$ cat src/common/swd_consts.svh
`ifndef SWD_CONSTS_SVH
`define SWD_CONSTS_SVH
`define SWD_OFS_PRESCALE 16'h0400
`define SWD_OFS_APP_TMO 16'h0410
`define SWD_OFS_BUS_TMO 16'h0420
`define SWD_RST_PRESCALE 16'h09c2
`define SWD_RST_APP_TMO 16'h03e8
`define SWD_RST_BUS_TMO 16'h03e8
`define SWD_PRESCALE_ADD 16'h0002
`define SWD_BASE_NS 40
`define SWD_CLK_NS 8
`define SWD_BASE_CYC (`SWD_BASE_NS / `SWD_CLK_NS)
`endif

$ cat src/common/swd_pkg.sv
package swd_pkg;
	typedef enum logic [4:0] {
		SWD_INIT = 5'h01,
		SWD_PREOP = 5'h02,
		SWD_SAFEOP = 5'h04,
		SWD_OP = 5'h08,
		SWD_BOOT = 5'h10
	} swd_state_t;
	typedef enum logic [2:0] {
		SWD_REQ_INIT = 3'h0,
		SWD_REQ_PREOP = 3'h1,
		SWD_REQ_SAFEOP = 3'h2,
		SWD_REQ_OP = 3'h3,
		SWD_REQ_BOOT = 3'h4
	} swd_req_t;
endpackage : swd_pkg

$ cat src/verilog/swd_tick_gen.sv
`timescale 1ns/10ps
`include "swd_consts.svh"
module swd_tick_gen #(
	parameter int W = 16
) (
	input wire logic core_clk_in,
	input wire logic resetn_in,
	input wire logic [W-1:0] mult_in,
	output logic tick_out
);
	typedef struct packed {
		logic [2:0] base_cnt;
		logic [W:0] div_cnt;
		logic tick;
	} swd_tick_st_t;
	swd_tick_st_t st_reg;
	swd_tick_st_t st_next;
	logic [W:0] div_end;
	always_comb begin
		st_next = st_reg;
		div_end = {1'b0, mult_in} + {1'b0, `SWD_PRESCALE_ADD} - {{W{1'b0}}, 1'b1};
		st_next.tick = 1'b0;
		if (st_reg.base_cnt == 3'(`SWD_BASE_CYC - 1)) begin
			st_next.base_cnt = 3'h0;
			if (st_reg.div_cnt >= div_end) begin
				st_next.div_cnt = '0;
				st_next.tick = 1'b1;
			end else begin
				st_next.div_cnt = st_reg.div_cnt + 1'b1;
			end
		end else begin
			st_next.base_cnt = st_reg.base_cnt + 3'h1;
		end
	end
	always_ff @(posedge core_clk_in) begin
		if (!resetn_in) begin
			st_reg <= '0;
		end else begin
			st_reg <= st_next;
		end
	end
	assign tick_out = st_reg.tick;
	tick_single_a: assert property (@(posedge core_clk_in) disable iff (!resetn_in)
		tick_out |=> !tick_out) else $error("tick lasted two cycles");
	tick_space_a: assert property (@(posedge core_clk_in) disable iff (!resetn_in)
		tick_out |=> !tick_out [*8]) else $error("ticks too close");
	tick_seen_c: cover property (@(posedge core_clk_in) tick_out);
endmodule : swd_tick_gen

$ cat src/verilog/swd_core.sv
`timescale 1ns/10ps
`include "swd_consts.svh"
module swd_core #(
	parameter int W = 16,
	parameter int DW = 8
) (
	input wire logic core_clk_in,
	input wire logic resetn_in,
	input wire logic reg_wr_in,
	input wire logic reg_rd_in,
	input wire logic [15:0] reg_addr_in,
	input wire logic [15:0] reg_wdata_in,
	input wire logic [2:0] state_req_in,
	input wire logic state_req_valid_in,
	input wire logic mbx_cfg_ok_in,
	input wire logic pd_cfg_ok_in,
	input wire logic bus_pd_access_in,
	input wire logic app_pd_exchange_in,
	input wire logic [DW-1:0] master_out_data_in,
	input wire logic [DW-1:0] inputs_in,
	output logic [15:0] reg_rdata_out,
	output logic [4:0] state_out,
	output logic state_err_out,
	output logic mbx_enable_out,
	output logic foe_only_out,
	output logic pd_enable_out,
	output logic [DW-1:0] phys_out,
	output logic [DW-1:0] dual_port_buffer_out,
	output logic bus_wd_expired_out,
	output logic app_wd_expired_out
);
	typedef struct packed {
		logic [W-1:0] prescale;
		logic [W-1:0] app_tmo;
		logic [W-1:0] bus_tmo;
		logic [W-1:0] bus_cnt;
		logic [W-1:0] app_cnt;
		logic bus_exp;
		logic app_exp;
		swd_pkg::swd_state_t state;
		logic err;
		logic [15:0] rdata;
		logic [DW-1:0] phys;
		logic [DW-1:0] dpb;
		logic [2:0] sync_req;
		logic [1:0] sync_bus;
		logic [1:0] sync_app;
		logic mbx_en;
		logic foe_only;
		logic pd_en;
	} swd_st_t;
	swd_st_t st_reg;
	swd_st_t st_next;
	logic tick;
	logic req_pulse;
	logic bus_ev;
	logic app_ev;
	logic bus_wd_on;
	swd_tick_gen #(.W(W)) u_tick (
		.core_clk_in(core_clk_in),
		.resetn_in(resetn_in),
		.mult_in(st_reg.prescale),
		.tick_out(tick)
	);
	// Request strobe is assumed on-clock; bus events come from pins, so synchronise
	assign req_pulse = state_req_valid_in;
	assign bus_ev = st_reg.sync_bus[1];
	assign app_ev = st_reg.sync_app[1];
	assign bus_wd_on = (st_reg.bus_tmo != '0);
	always_comb begin
		st_next = st_reg;
		st_next.sync_bus = {st_reg.sync_bus[0], bus_pd_access_in};
		st_next.sync_app = {st_reg.sync_app[0], app_pd_exchange_in};
		// Register writes; config is honoured in any state
		if (reg_wr_in) begin
			if (reg_addr_in == `SWD_OFS_PRESCALE) begin
				st_next.prescale = reg_wdata_in[W-1:0];
			end else if (reg_addr_in == `SWD_OFS_APP_TMO) begin
				st_next.app_tmo = reg_wdata_in[W-1:0];
			end else if (reg_addr_in == `SWD_OFS_BUS_TMO) begin
				st_next.bus_tmo = reg_wdata_in[W-1:0];
			end
		end
		if (reg_rd_in) begin
			if (reg_addr_in == `SWD_OFS_PRESCALE) begin
				st_next.rdata = 16'(st_reg.prescale);
			end else if (reg_addr_in == `SWD_OFS_APP_TMO) begin
				st_next.rdata = 16'(st_reg.app_tmo);
			end else if (reg_addr_in == `SWD_OFS_BUS_TMO) begin
				st_next.rdata = 16'(st_reg.bus_tmo);
			end else begin
				st_next.rdata = 16'h0000;
			end
		end
		// Bus-side watchdog: restart wins over expiry in the same cycle
		if (bus_ev) begin
			st_next.bus_cnt = '0;
			st_next.bus_exp = 1'b0;
		end else if (!bus_wd_on) begin
			st_next.bus_cnt = '0;
			st_next.bus_exp = 1'b0;
		end else if (tick && !st_reg.bus_exp) begin
			if (st_reg.bus_cnt + 1'b1 >= st_reg.bus_tmo) begin
				st_next.bus_exp = 1'b1;
			end
			st_next.bus_cnt = st_reg.bus_cnt + 1'b1;
		end
		// App watchdog: zero count disables it too
		if (app_ev || st_reg.app_tmo == '0) begin
			st_next.app_cnt = '0;
			st_next.app_exp = 1'b0;
		end else if (tick && !st_reg.app_exp) begin
			if (st_reg.app_cnt + 1'b1 >= st_reg.app_tmo) begin
				st_next.app_exp = 1'b1;
			end
			st_next.app_cnt = st_reg.app_cnt + 1'b1;
		end
		// State machine
		if (req_pulse) begin
			st_next.err = 1'b0;
			case (st_reg.state)
				swd_pkg::SWD_INIT: begin
					if (state_req_in == swd_pkg::SWD_REQ_PREOP) begin
						if (mbx_cfg_ok_in) begin
							st_next.state = swd_pkg::SWD_PREOP;
						end else begin
							st_next.err = 1'b1;
						end
					end else if (state_req_in == swd_pkg::SWD_REQ_BOOT) begin
						st_next.state = swd_pkg::SWD_BOOT;
					end else if (state_req_in != swd_pkg::SWD_REQ_INIT) begin
						st_next.err = 1'b1;
					end
				end
				swd_pkg::SWD_PREOP: begin
					if (state_req_in == swd_pkg::SWD_REQ_SAFEOP) begin
						if (pd_cfg_ok_in) begin
							st_next.dpb = inputs_in;
							st_next.state = swd_pkg::SWD_SAFEOP;
						end else begin
							st_next.err = 1'b1;
						end
					end else if (state_req_in == swd_pkg::SWD_REQ_INIT) begin
						st_next.state = swd_pkg::SWD_INIT;
					end else if (state_req_in != swd_pkg::SWD_REQ_PREOP) begin
						st_next.err = 1'b1;
					end
				end
				swd_pkg::SWD_SAFEOP: begin
					if (state_req_in == swd_pkg::SWD_REQ_OP) begin
						st_next.state = swd_pkg::SWD_OP;
					end else if (state_req_in == swd_pkg::SWD_REQ_PREOP) begin
						st_next.state = swd_pkg::SWD_PREOP;
					end else if (state_req_in == swd_pkg::SWD_REQ_INIT) begin
						st_next.state = swd_pkg::SWD_INIT;
					end else if (state_req_in != swd_pkg::SWD_REQ_SAFEOP) begin
						st_next.err = 1'b1;
					end
				end
				swd_pkg::SWD_OP: begin
					if (state_req_in == swd_pkg::SWD_REQ_SAFEOP) begin
						st_next.state = swd_pkg::SWD_SAFEOP;
					end else if (state_req_in == swd_pkg::SWD_REQ_PREOP) begin
						st_next.state = swd_pkg::SWD_PREOP;
					end else if (state_req_in == swd_pkg::SWD_REQ_INIT) begin
						st_next.state = swd_pkg::SWD_INIT;
					end else if (state_req_in != swd_pkg::SWD_REQ_OP) begin
						st_next.err = 1'b1;
					end
				end
				swd_pkg::SWD_BOOT: begin
					if (state_req_in == swd_pkg::SWD_REQ_INIT) begin
						st_next.state = swd_pkg::SWD_INIT;
					end else if (state_req_in != swd_pkg::SWD_REQ_BOOT) begin
						st_next.err = 1'b1;
					end
				end
				default: begin
					st_next.state = swd_pkg::SWD_INIT;
				end
			endcase
		end
		// Inputs refresh cyclically once process data runs
		if ((st_reg.state == swd_pkg::SWD_SAFEOP) || (st_reg.state == swd_pkg::SWD_OP)) begin
			if (!(req_pulse && st_reg.state == swd_pkg::SWD_PREOP)) begin
				st_next.dpb = inputs_in;
			end
		end
		// Outputs: driven in Op until the watchdog expires, or in Safe-Op only with the watchdog off
		if (bus_wd_on && st_next.bus_exp) begin
			st_next.phys = '0;
		end else if (st_reg.state == swd_pkg::SWD_OP) begin
			st_next.phys = master_out_data_in;
		end else if (st_reg.state == swd_pkg::SWD_SAFEOP && !bus_wd_on) begin
			st_next.phys = master_out_data_in;
		end else begin
			st_next.phys = '0;
		end
		// Service gating registered so the pins carry no decode glitches
		st_next.mbx_en = 1'b0;
		st_next.foe_only = 1'b0;
		st_next.pd_en = 1'b0;
		case (st_next.state)
			swd_pkg::SWD_PREOP: begin
				st_next.mbx_en = 1'b1;
			end
			swd_pkg::SWD_SAFEOP: begin
				st_next.mbx_en = 1'b1;
				st_next.pd_en = 1'b1;
			end
			swd_pkg::SWD_OP: begin
				st_next.mbx_en = 1'b1;
				st_next.pd_en = 1'b1;
			end
			swd_pkg::SWD_BOOT: begin
				st_next.foe_only = 1'b1;
			end
			default: begin
				st_next.mbx_en = 1'b0;
			end
		endcase
	end
	always_ff @(posedge core_clk_in) begin
		if (!resetn_in) begin
			st_reg <= '0;
			st_reg.prescale <= `SWD_RST_PRESCALE;
			st_reg.app_tmo <= `SWD_RST_APP_TMO;
			st_reg.bus_tmo <= `SWD_RST_BUS_TMO;
			st_reg.state <= swd_pkg::SWD_INIT;
		end else begin
			st_reg <= st_next;
		end
	end
	assign reg_rdata_out = st_reg.rdata;
	assign state_out = st_reg.state;
	assign state_err_out = st_reg.err;
	assign mbx_enable_out = st_reg.mbx_en;
	assign foe_only_out = st_reg.foe_only;
	assign pd_enable_out = st_reg.pd_en;
	assign phys_out = st_reg.phys;
	assign dual_port_buffer_out = st_reg.dpb;
	assign bus_wd_expired_out = st_reg.bus_exp;
	assign app_wd_expired_out = st_reg.app_exp;
	boot_entry_a: assert property (@(posedge core_clk_in) disable iff (!resetn_in)
		(state_out == swd_pkg::SWD_BOOT && $past(state_out) != swd_pkg::SWD_BOOT)
		|-> $past(state_out) == swd_pkg::SWD_INIT) else $error("boot not from init");
	expire_clear_a: assert property (@(posedge core_clk_in) disable iff (!resetn_in)
		bus_wd_expired_out |-> phys_out == '0) else $error("outputs live after expiry");
	wd_off_a: assert property (@(posedge core_clk_in) disable iff (!resetn_in)
		(st_reg.bus_tmo == '0) |=> !bus_wd_expired_out) else $error("disabled wd fired");
	restart_a: assert property (@(posedge core_clk_in) disable iff (!resetn_in)
		bus_ev |=> (st_reg.bus_cnt == '0 && !bus_wd_expired_out)) else $error("no restart");
	app_restart_a: assert property (@(posedge core_clk_in) disable iff (!resetn_in)
		app_ev |=> !app_wd_expired_out) else $error("app wd not restarted");
	safe_hold_a: assert property (@(posedge core_clk_in) disable iff (!resetn_in)
		(state_out == swd_pkg::SWD_SAFEOP && st_reg.bus_tmo != '0) [*2] |-> phys_out == '0)
		else $error("safeop outputs not safe");
	preop_gate_a: assert property (@(posedge core_clk_in) disable iff (!resetn_in)
		(state_out != swd_pkg::SWD_SAFEOP && state_out != swd_pkg::SWD_OP) [*2]
		|-> phys_out == '0) else $error("outputs live outside op");
	init_mbx_a: assert property (@(posedge core_clk_in) disable iff (!resetn_in)
		(state_out == swd_pkg::SWD_PREOP && $past(state_out) == swd_pkg::SWD_INIT)
		|-> $past(mbx_cfg_ok_in)) else $error("preop without mailbox check");
	init_quiet_a: assert property (@(posedge core_clk_in) disable iff (!resetn_in)
		state_out == swd_pkg::SWD_INIT |-> !mbx_enable_out && !pd_enable_out && !foe_only_out)
		else $error("service open in init");
	boot_gate_a: assert property (@(posedge core_clk_in) disable iff (!resetn_in)
		state_out == swd_pkg::SWD_BOOT |-> foe_only_out && !mbx_enable_out && !pd_enable_out)
		else $error("boot gating wrong");
	preop_mbx_a: assert property (@(posedge core_clk_in) disable iff (!resetn_in)
		state_out == swd_pkg::SWD_PREOP |-> mbx_enable_out && !pd_enable_out)
		else $error("preop gating wrong");
	pd_run_a: assert property (@(posedge core_clk_in) disable iff (!resetn_in)
		(state_out == swd_pkg::SWD_SAFEOP || state_out == swd_pkg::SWD_OP)
		|-> mbx_enable_out && pd_enable_out) else $error("process data not open");
	op_copy_a: assert property (@(posedge core_clk_in) disable iff (!resetn_in)
		(state_out == swd_pkg::SWD_OP && !st_next.bus_exp)
		|=> phys_out == $past(master_out_data_in)) else $error("op outputs not copied");
	op_c: cover property (@(posedge core_clk_in) state_out == swd_pkg::SWD_OP);
	safeop_c: cover property (@(posedge core_clk_in) state_out == swd_pkg::SWD_SAFEOP);
	boot_c: cover property (@(posedge core_clk_in) state_out == swd_pkg::SWD_BOOT);
	exp_c: cover property (@(posedge core_clk_in) bus_wd_expired_out);
endmodule : swd_core

$ cat config.mk
export PLATFORM = sky130hd
export DESIGN_NAME = swd_core
export DESIGN_NICKNAME = d
export VERILOG_FILES = /design/src/common/swd_pkg.sv /design/src/verilog/swd_tick_gen.sv /design/src/verilog/swd_core.sv
export VERILOG_INCLUDE_DIRS = /design/src /design/src/common
export SDC_FILE = /design/constraint.sdc
export NUM_CORES = 1
export LEC_CHECK = 0
export BUFFER_PORTS_ARGS = -buffer_cell sky130_fd_sc_hd__buf_2
export CAP_MARGIN = 20
export CELL_PAD_IN_SITES_DETAIL_PLACEMENT = 1
export CELL_PAD_IN_SITES_GLOBAL_PLACEMENT = 1
export CORE_MARGIN = 3
export CORE_UTILIZATION = 40
export CTS_BUF_LIST = sky130_fd_sc_hd__clkbuf_8
export DETAILED_ROUTE_END_ITERATION = 8
export PLACE_DENSITY = 0.73
export SYNTH_ARGS = -nofsm -noshare
export SYNTH_HDL_FRONTEND = slang
export SYNTH_SLANG_ARGS = --single-unit
$ cat constraint.sdc
create_clock -name core_clk_in -period 3.85 [get_ports core_clk_in]
set_input_delay 0.9625 -clock core_clk_in [delete_from_list [all_inputs] [get_ports core_clk_in]]
set_output_delay 0.9625 -clock core_clk_in [all_outputs]
set_load 0.02 [all_outputs]
Word level (Yosys, flattened, before mapping)
Index checks and enable logic that the tools add are counted.
- output and inout port bits: 43
- logic and storage cells: 127
- input bits: 60
- bits in registers: 148
- bitwise gates (word level): 4
- $lt $le $gt $ge: 3
- equal/unequal tests: 21
- add/sub/neg operators: 6
- multiplexer cells: 48
- reductions and logical operators: 25
- operator list (kind ; number):
    $mux 8 ; 8
    $eq 16x11->1 const B ; 3
    $mux 16 ; 3
    $mux 5 ; 7
    $add 16x1->16 const B ; 2
    $ge 16x16->1 ; 2
    $pmux 5 s5 ; 1
    $mux 1 ; 24
    $mux 6 ; 3
    $add 16x2->17 const B ; 1
    $add 17x1->17 const B ; 1
    $ge 17x17->1 ; 1
    $mux 17 ; 1
    $sub 17x1->17 const B ; 1
    $logic_not 16->1 ; 1
    $reduce_bool 16->1 ; 1
    $eq 5x2->1 const B ; 2
    $eq 5x3->1 const B ; 2
    $eq 5x4->1 const B ; 2
    $eq 5x5->1 const B ; 2
    $reduce_or 2->1 ; 4
    $eq 3x2->1 const B ; 2
    $eq 3x3->1 const B ; 2
    $ne 3x2->1 const B ; 2
    16 further kinds ; 29

Depth between registers and ports, before layout
- depth in word-level cells: 10
- mapped depth: 16

Modules after synthesis
A second synthesis with hierarchy kept.
- cell total of the unflattened synthesis: 1047
- area, all modules: 8715.9 um2
- modules (own cells, without submodules) (module ; area each (um2) ; instances ; cells each):
    swd_core ; 7031.7 ; 1 ; 858
    swd_tick_gen ; 1684.1 ; 1 ; 189

Least setup slack after synthesis
OpenSTA, ideal clock, no wires.
- kind: reg2reg
- start point: register st_reg[116] (netlist bit)
- end point: register u_tick.st_reg[10] (netlist bit)
- data required time: 3785 ps
- slack: 960 ps
- library setup time: 65 ps
- buffers on the path: 1
- cell stages (with the launch flop): 15
- data arrival time: 2825 ps
- cells stage by stage: dfxtp_1 -> and3_1 -> and3_1 -> nand3_1 -> nor2_1 -> xnor2_1 -> ha_1 -> a21o_1 -> a21o_1 -> a21oi_1 -> nand2_1 -> or3_1 -> a31o_2 -> clkbuf_1 -> nor2_1
- word-level cells in the longest chain between the ends: 4
- RTL lines (element ; RTL line ; RTL):
    start: declaration ; swd_core.sv:52 ; swd_st_t st_reg;
    start signal: assignment ; swd_core.sv:231 ; st_reg <= st_next;
    $add 16x2->17 ; swd_tick_gen.sv:21 ; div_end = {1'b0, mult_in} + {1'b0, `SWD_PRESCALE_ADD} - {{W{1'b0}}, 1'b1};
    $sub 17x1->17 ; swd_tick_gen.sv:21 ;
    $ge 17x17->1 ; swd_tick_gen.sv:25 ; if (st_reg.div_cnt >= div_end) begin
    $mux 17 ; swd_tick_gen.sv:25 ;
    end signal: assignment ; swd_tick_gen.sv:39 ; st_reg <= st_next;
    end: declaration ; swd_tick_gen.sv:16 ; swd_tick_st_t st_reg;
Every way passes these cells.
A chain may end at the register's enable or synchronous reset.

Final worst setup path
- start point: register st_reg[66] (netlist bit)
- end point: register st_reg (netlist bit phys_out[2])
- word-level cells in the longest chain between the ends: 8
- RTL lines (element ; RTL line ; RTL):
    $add 16x1->16 ; swd_core.sv:103 ; if (st_reg.bus_cnt + 1'b1 >= st_reg.bus_tmo) begin
    $ge 16x16->1 ; swd_core.sv:103 ;
    $mux 1 ; swd_core.sv:103 ;
    $mux 1 ; swd_core.sv:102 ; end else if (tick && !st_reg.bus_exp) begin
    $mux 1 ; swd_core.sv:99 ; end else if (!bus_wd_on) begin
    $mux 1 ; swd_core.sv:96 ; if (bus_ev) begin
    $logic_and 1x1->1 ; swd_core.sv:190 ; if (bus_wd_on && st_next.bus_exp) begin
    $reduce_or 2->1 (no source line) ; n/a ;
Every way passes these cells.

==> results.py <==
metrics = {
    "global_route": {
        "track_usage_pct": 20.3,
        "overflow": 0,
        "grt_max_degree": 51,
        "antenna_found_initial": 0,
        "grt_pass1_wl_mm": 38.8,
        "grt_pass1_vias": 7430,
    },
    "synthesis": {
        "synth_edf_count": 0,
        "synth-xor-area-share_pct": 8.55,
        "synth_cell_types": 56,
        "avgSynthCellArea_um2": 8.18,
        "synth_ff_type": "dfxtp_1",
        "async_flop_share_pct": 0,
        "synth_top_area_share_pct": 34.4,
        "synth-seq-cells": 148,
        "ys_warn_count": 0,
        "ys_top_cells_by_area": "dfxtp_1 34%, ha_1 8.0%, nand2_1 6.7%",
        "synth-compound-area-share_pct": 13.8,
        "synth_area_leader_cell": "dfxtp_1",
        "synth.net_count": 1167,
        "yosys.area_share.simple_pct": 24.2,
        "yosysSeqAreaShare_pct": 34.4,
        "synth_top_family_by_area": "simple AND/OR/NAND/NOR gates",
        "synth_mux_area_share_pct": 2.91,
        "netlist_area_um2": 8600,
        "syn-instance-count": 1052,
        "synthAdderAreaFrac_pct": 8.00,
    },
    "sta": {
        "max_freq_mhz": 297,
        "timing.final.crit_share_pct": 87.4,
        "rsz0062_at_grt": "false",
        "worst_pin_slew_ns": 0.874,
        "tns_ns": 0,
        "clock-skew-final_ns": 0.0146,
        "final-hold-violation-count": 0,
        "final-max-slew-violation-count": 0,
        "relSlewSlack_pct": 41.7,
        "setup_viol": 0,
        "fin_crit_ns": 3.36,
    },
    "final_layout": {
        "drive_above_1_share_pct": 13.7,
        "final_nets": 1211,
        "fillers": 2611,
        "multiInputGateArea_um2": 4950,
        "stdcell_count": 1381,
        "ff_latch_area_um2": 2960,
        "syn2layout_area_growth_pct": 8.99,
        "n_antenna_cell": 0,
        "final_cell_mix": "153 x nand2_1, 148 x dfxtp_1, 102 x buf_2",
        "final_common_cell": "nand2_1",
        "largest_reg_flops": 80,
    },
    "drt": {
        "via_per_inst": 5.31,
        "first_iter_violations": 338,
        "wl_per_cell_um": 17.3,
        "vias": 7337,
        "routed_wl_mm": 23.9,
        "drc_errors": 0,
        "firstDrtPassIters": 4,
        "ant_nets": 0,
    },
    "job": {
        "maxCapViolCount": 0,
    },
    "die": {
        "core_area_um2": 21100,
        "fp.dieW_um": 153,
        "io_pins": 103,
        "rows": 53,
        "die_h_um": 153,
        "die_area_um2": 23300,
        "start_util_pct": 40.8,
    },
    "pwr": {
        "p_leak_nw": 3.92,
        "powerDensity_nw_per_um2": 314,
        "vdd_drop_max_mv": 0.193,
        "power_w": 0.00295,
    },
    "clocking": {
        "cts_hold_buf": 0,
        "clk_pin_slew_ns": 0.08,
        "post_cts_buffers": 0,
        "clk_path_buf_depth": 2,
        "cts_buffers": 17,
        "cts_tree": "yes",
        "root_buffer": "clkbuf_8",
        "cts_resized": 0,
        "clock_latency_ns": 0.46,
        "cts.sinks": 148,
        "htreeDepth": 4,
    },
    "critical_path": {
        "arrival_ns": 3.75,
        "cp_data_required_time_ns": 4.24,
        "crit_type": "register to register",
        "worst_setup_path_end_kind": "register",
        "worstSetupStartpointType": "register",
        "worstPathMaxFanout": 6,
    },
    "place": {
        "gp_congestion": 0.855,
        "portBuffers": 102,
        "dp_cells": 1352,
        "place_hpwl_mm": 18.0,
    },
    "hold_path": {
        "hold_path.class": "register to register",
    },
    "run_status": {
        "status": "completed",
    },
}
synthesized netlist by cell type (2+ instances only):
cell      instances
nor3_1           10
dfxtp_1         148
a31o_2            3
and2_1            9
and3_1           15
buf_1             3
and4_1            4
a21boi_0         46
nor2_1           85
nand3_1          56
buf_4            39
o211ai_1         17
nand3b_1          2
nor4_1           11
a21o_1           16
nand2b_1         23
a21oi_1          33
nand2_1         153
mux2i_1          25
and2b_2           2
nor2b_1          17
nor4b_1           2
o31ai_1           2
clkbuf_1         30
xor2_1           51
inv_1            51
o21ai_0          42
buf_2             8
nand4_1          23
a32oi_1           2
o21a_1            3
or3_1            11
xnor2_1          33
ha_1             55
power by group:
part | total (W) | internal (W) | switching, W
registers | 0.00155 | 0.00154 | 0.00000870
clock network | 0.00122 | 0.000614 | 0.000609
logic | 0.000179 | 0.0000697 | 0.000110
total | 0.00295 | 0.00222 | 0.000727
through the flow:
stage,worst slack [ns],utilization [%],instance area [µm²],hold slack [ns]
6_report,0.485,44.5,9380,0.443
5_1_grt,0.0953,44.5,9380,0.465
4_1_cts,0.458,44.5,9380,0.452
3_5_place_dp,0.505,42.7,8990,0.430
3_3_place_gp,0.767,42.7,8990,0.421
2_1_floorplan,0.960,-,8600,0.412
path summary, 6_finish.rpt:
kind / end / depth (start not counted) / slack (ns) / startpoint
worst max-delay path: phys_out[2]$_SDFF_PP0_ / 15 / 0.49 / st_reg[66]$_SDFFE_PP0P_
worst min-delay path: bus_ev$_SDFF_PN0_ / 1 / 0.44 / st_next[6]$_SDFF_PN0_
worst max register to register: phys_out[2]$_SDFF_PP0_ / 15 / 0.49 / st_reg[66]$_SDFFE_PP0P_
worst min register to register: bus_ev$_SDFF_PN0_ / 1 / 0.44 / st_next[6]$_SDFF_PN0_
area by class of cell:
cell class / count / share of cell area (%)
multi-input combinational: 771 / 52.8
sequential: 148 / 31.6
timing repair buffer: 107 / 5.84
tap: 275 / 3.67
clock buffer: 20 / 2.94
inverter: 51 / 2.04
clock inverter: 9 / 1.13
kinds of logic (layout without fill, tap and decap cells):
family	count (synthesis)	in the layout
AO/OA/AOI/OAI	175	175
XOR/XNOR	84	84
adder cells (fa/ha/maj)	55	55
buffers and inverters	133	187
flip-flops	148	148
multiplexers	25	25
AND/OR/NAND/NOR	432	432
metal layers:
layer,wire [µm],up-vias,track usage (%)
met3,1050,24,4.32
met4,465,0,5.90
met2,11200,144,33.4
li1,-,3628,-
met5,0,-,0
met1,11200,3541,26.9
worst max-delay path, stage by stage (launching register included):
cell	delay, ns
dfxtp_1	0.42
ha_1	0.24
nand3_1	0.15
nor2_1	0.27
and3_1	0.33
nand2_1	0.11
nor2_1	0.14
xor2_1	0.17
ha_1	0.26
nand4_1	0.12
nor2_1	0.07
a21oi_1	0.15
o211ai_1	0.11
a41oi_1	0.30
o21ai_0	0.29
nor2_1	0.15
No activity file was read; power rests on OpenSTA's default activity.
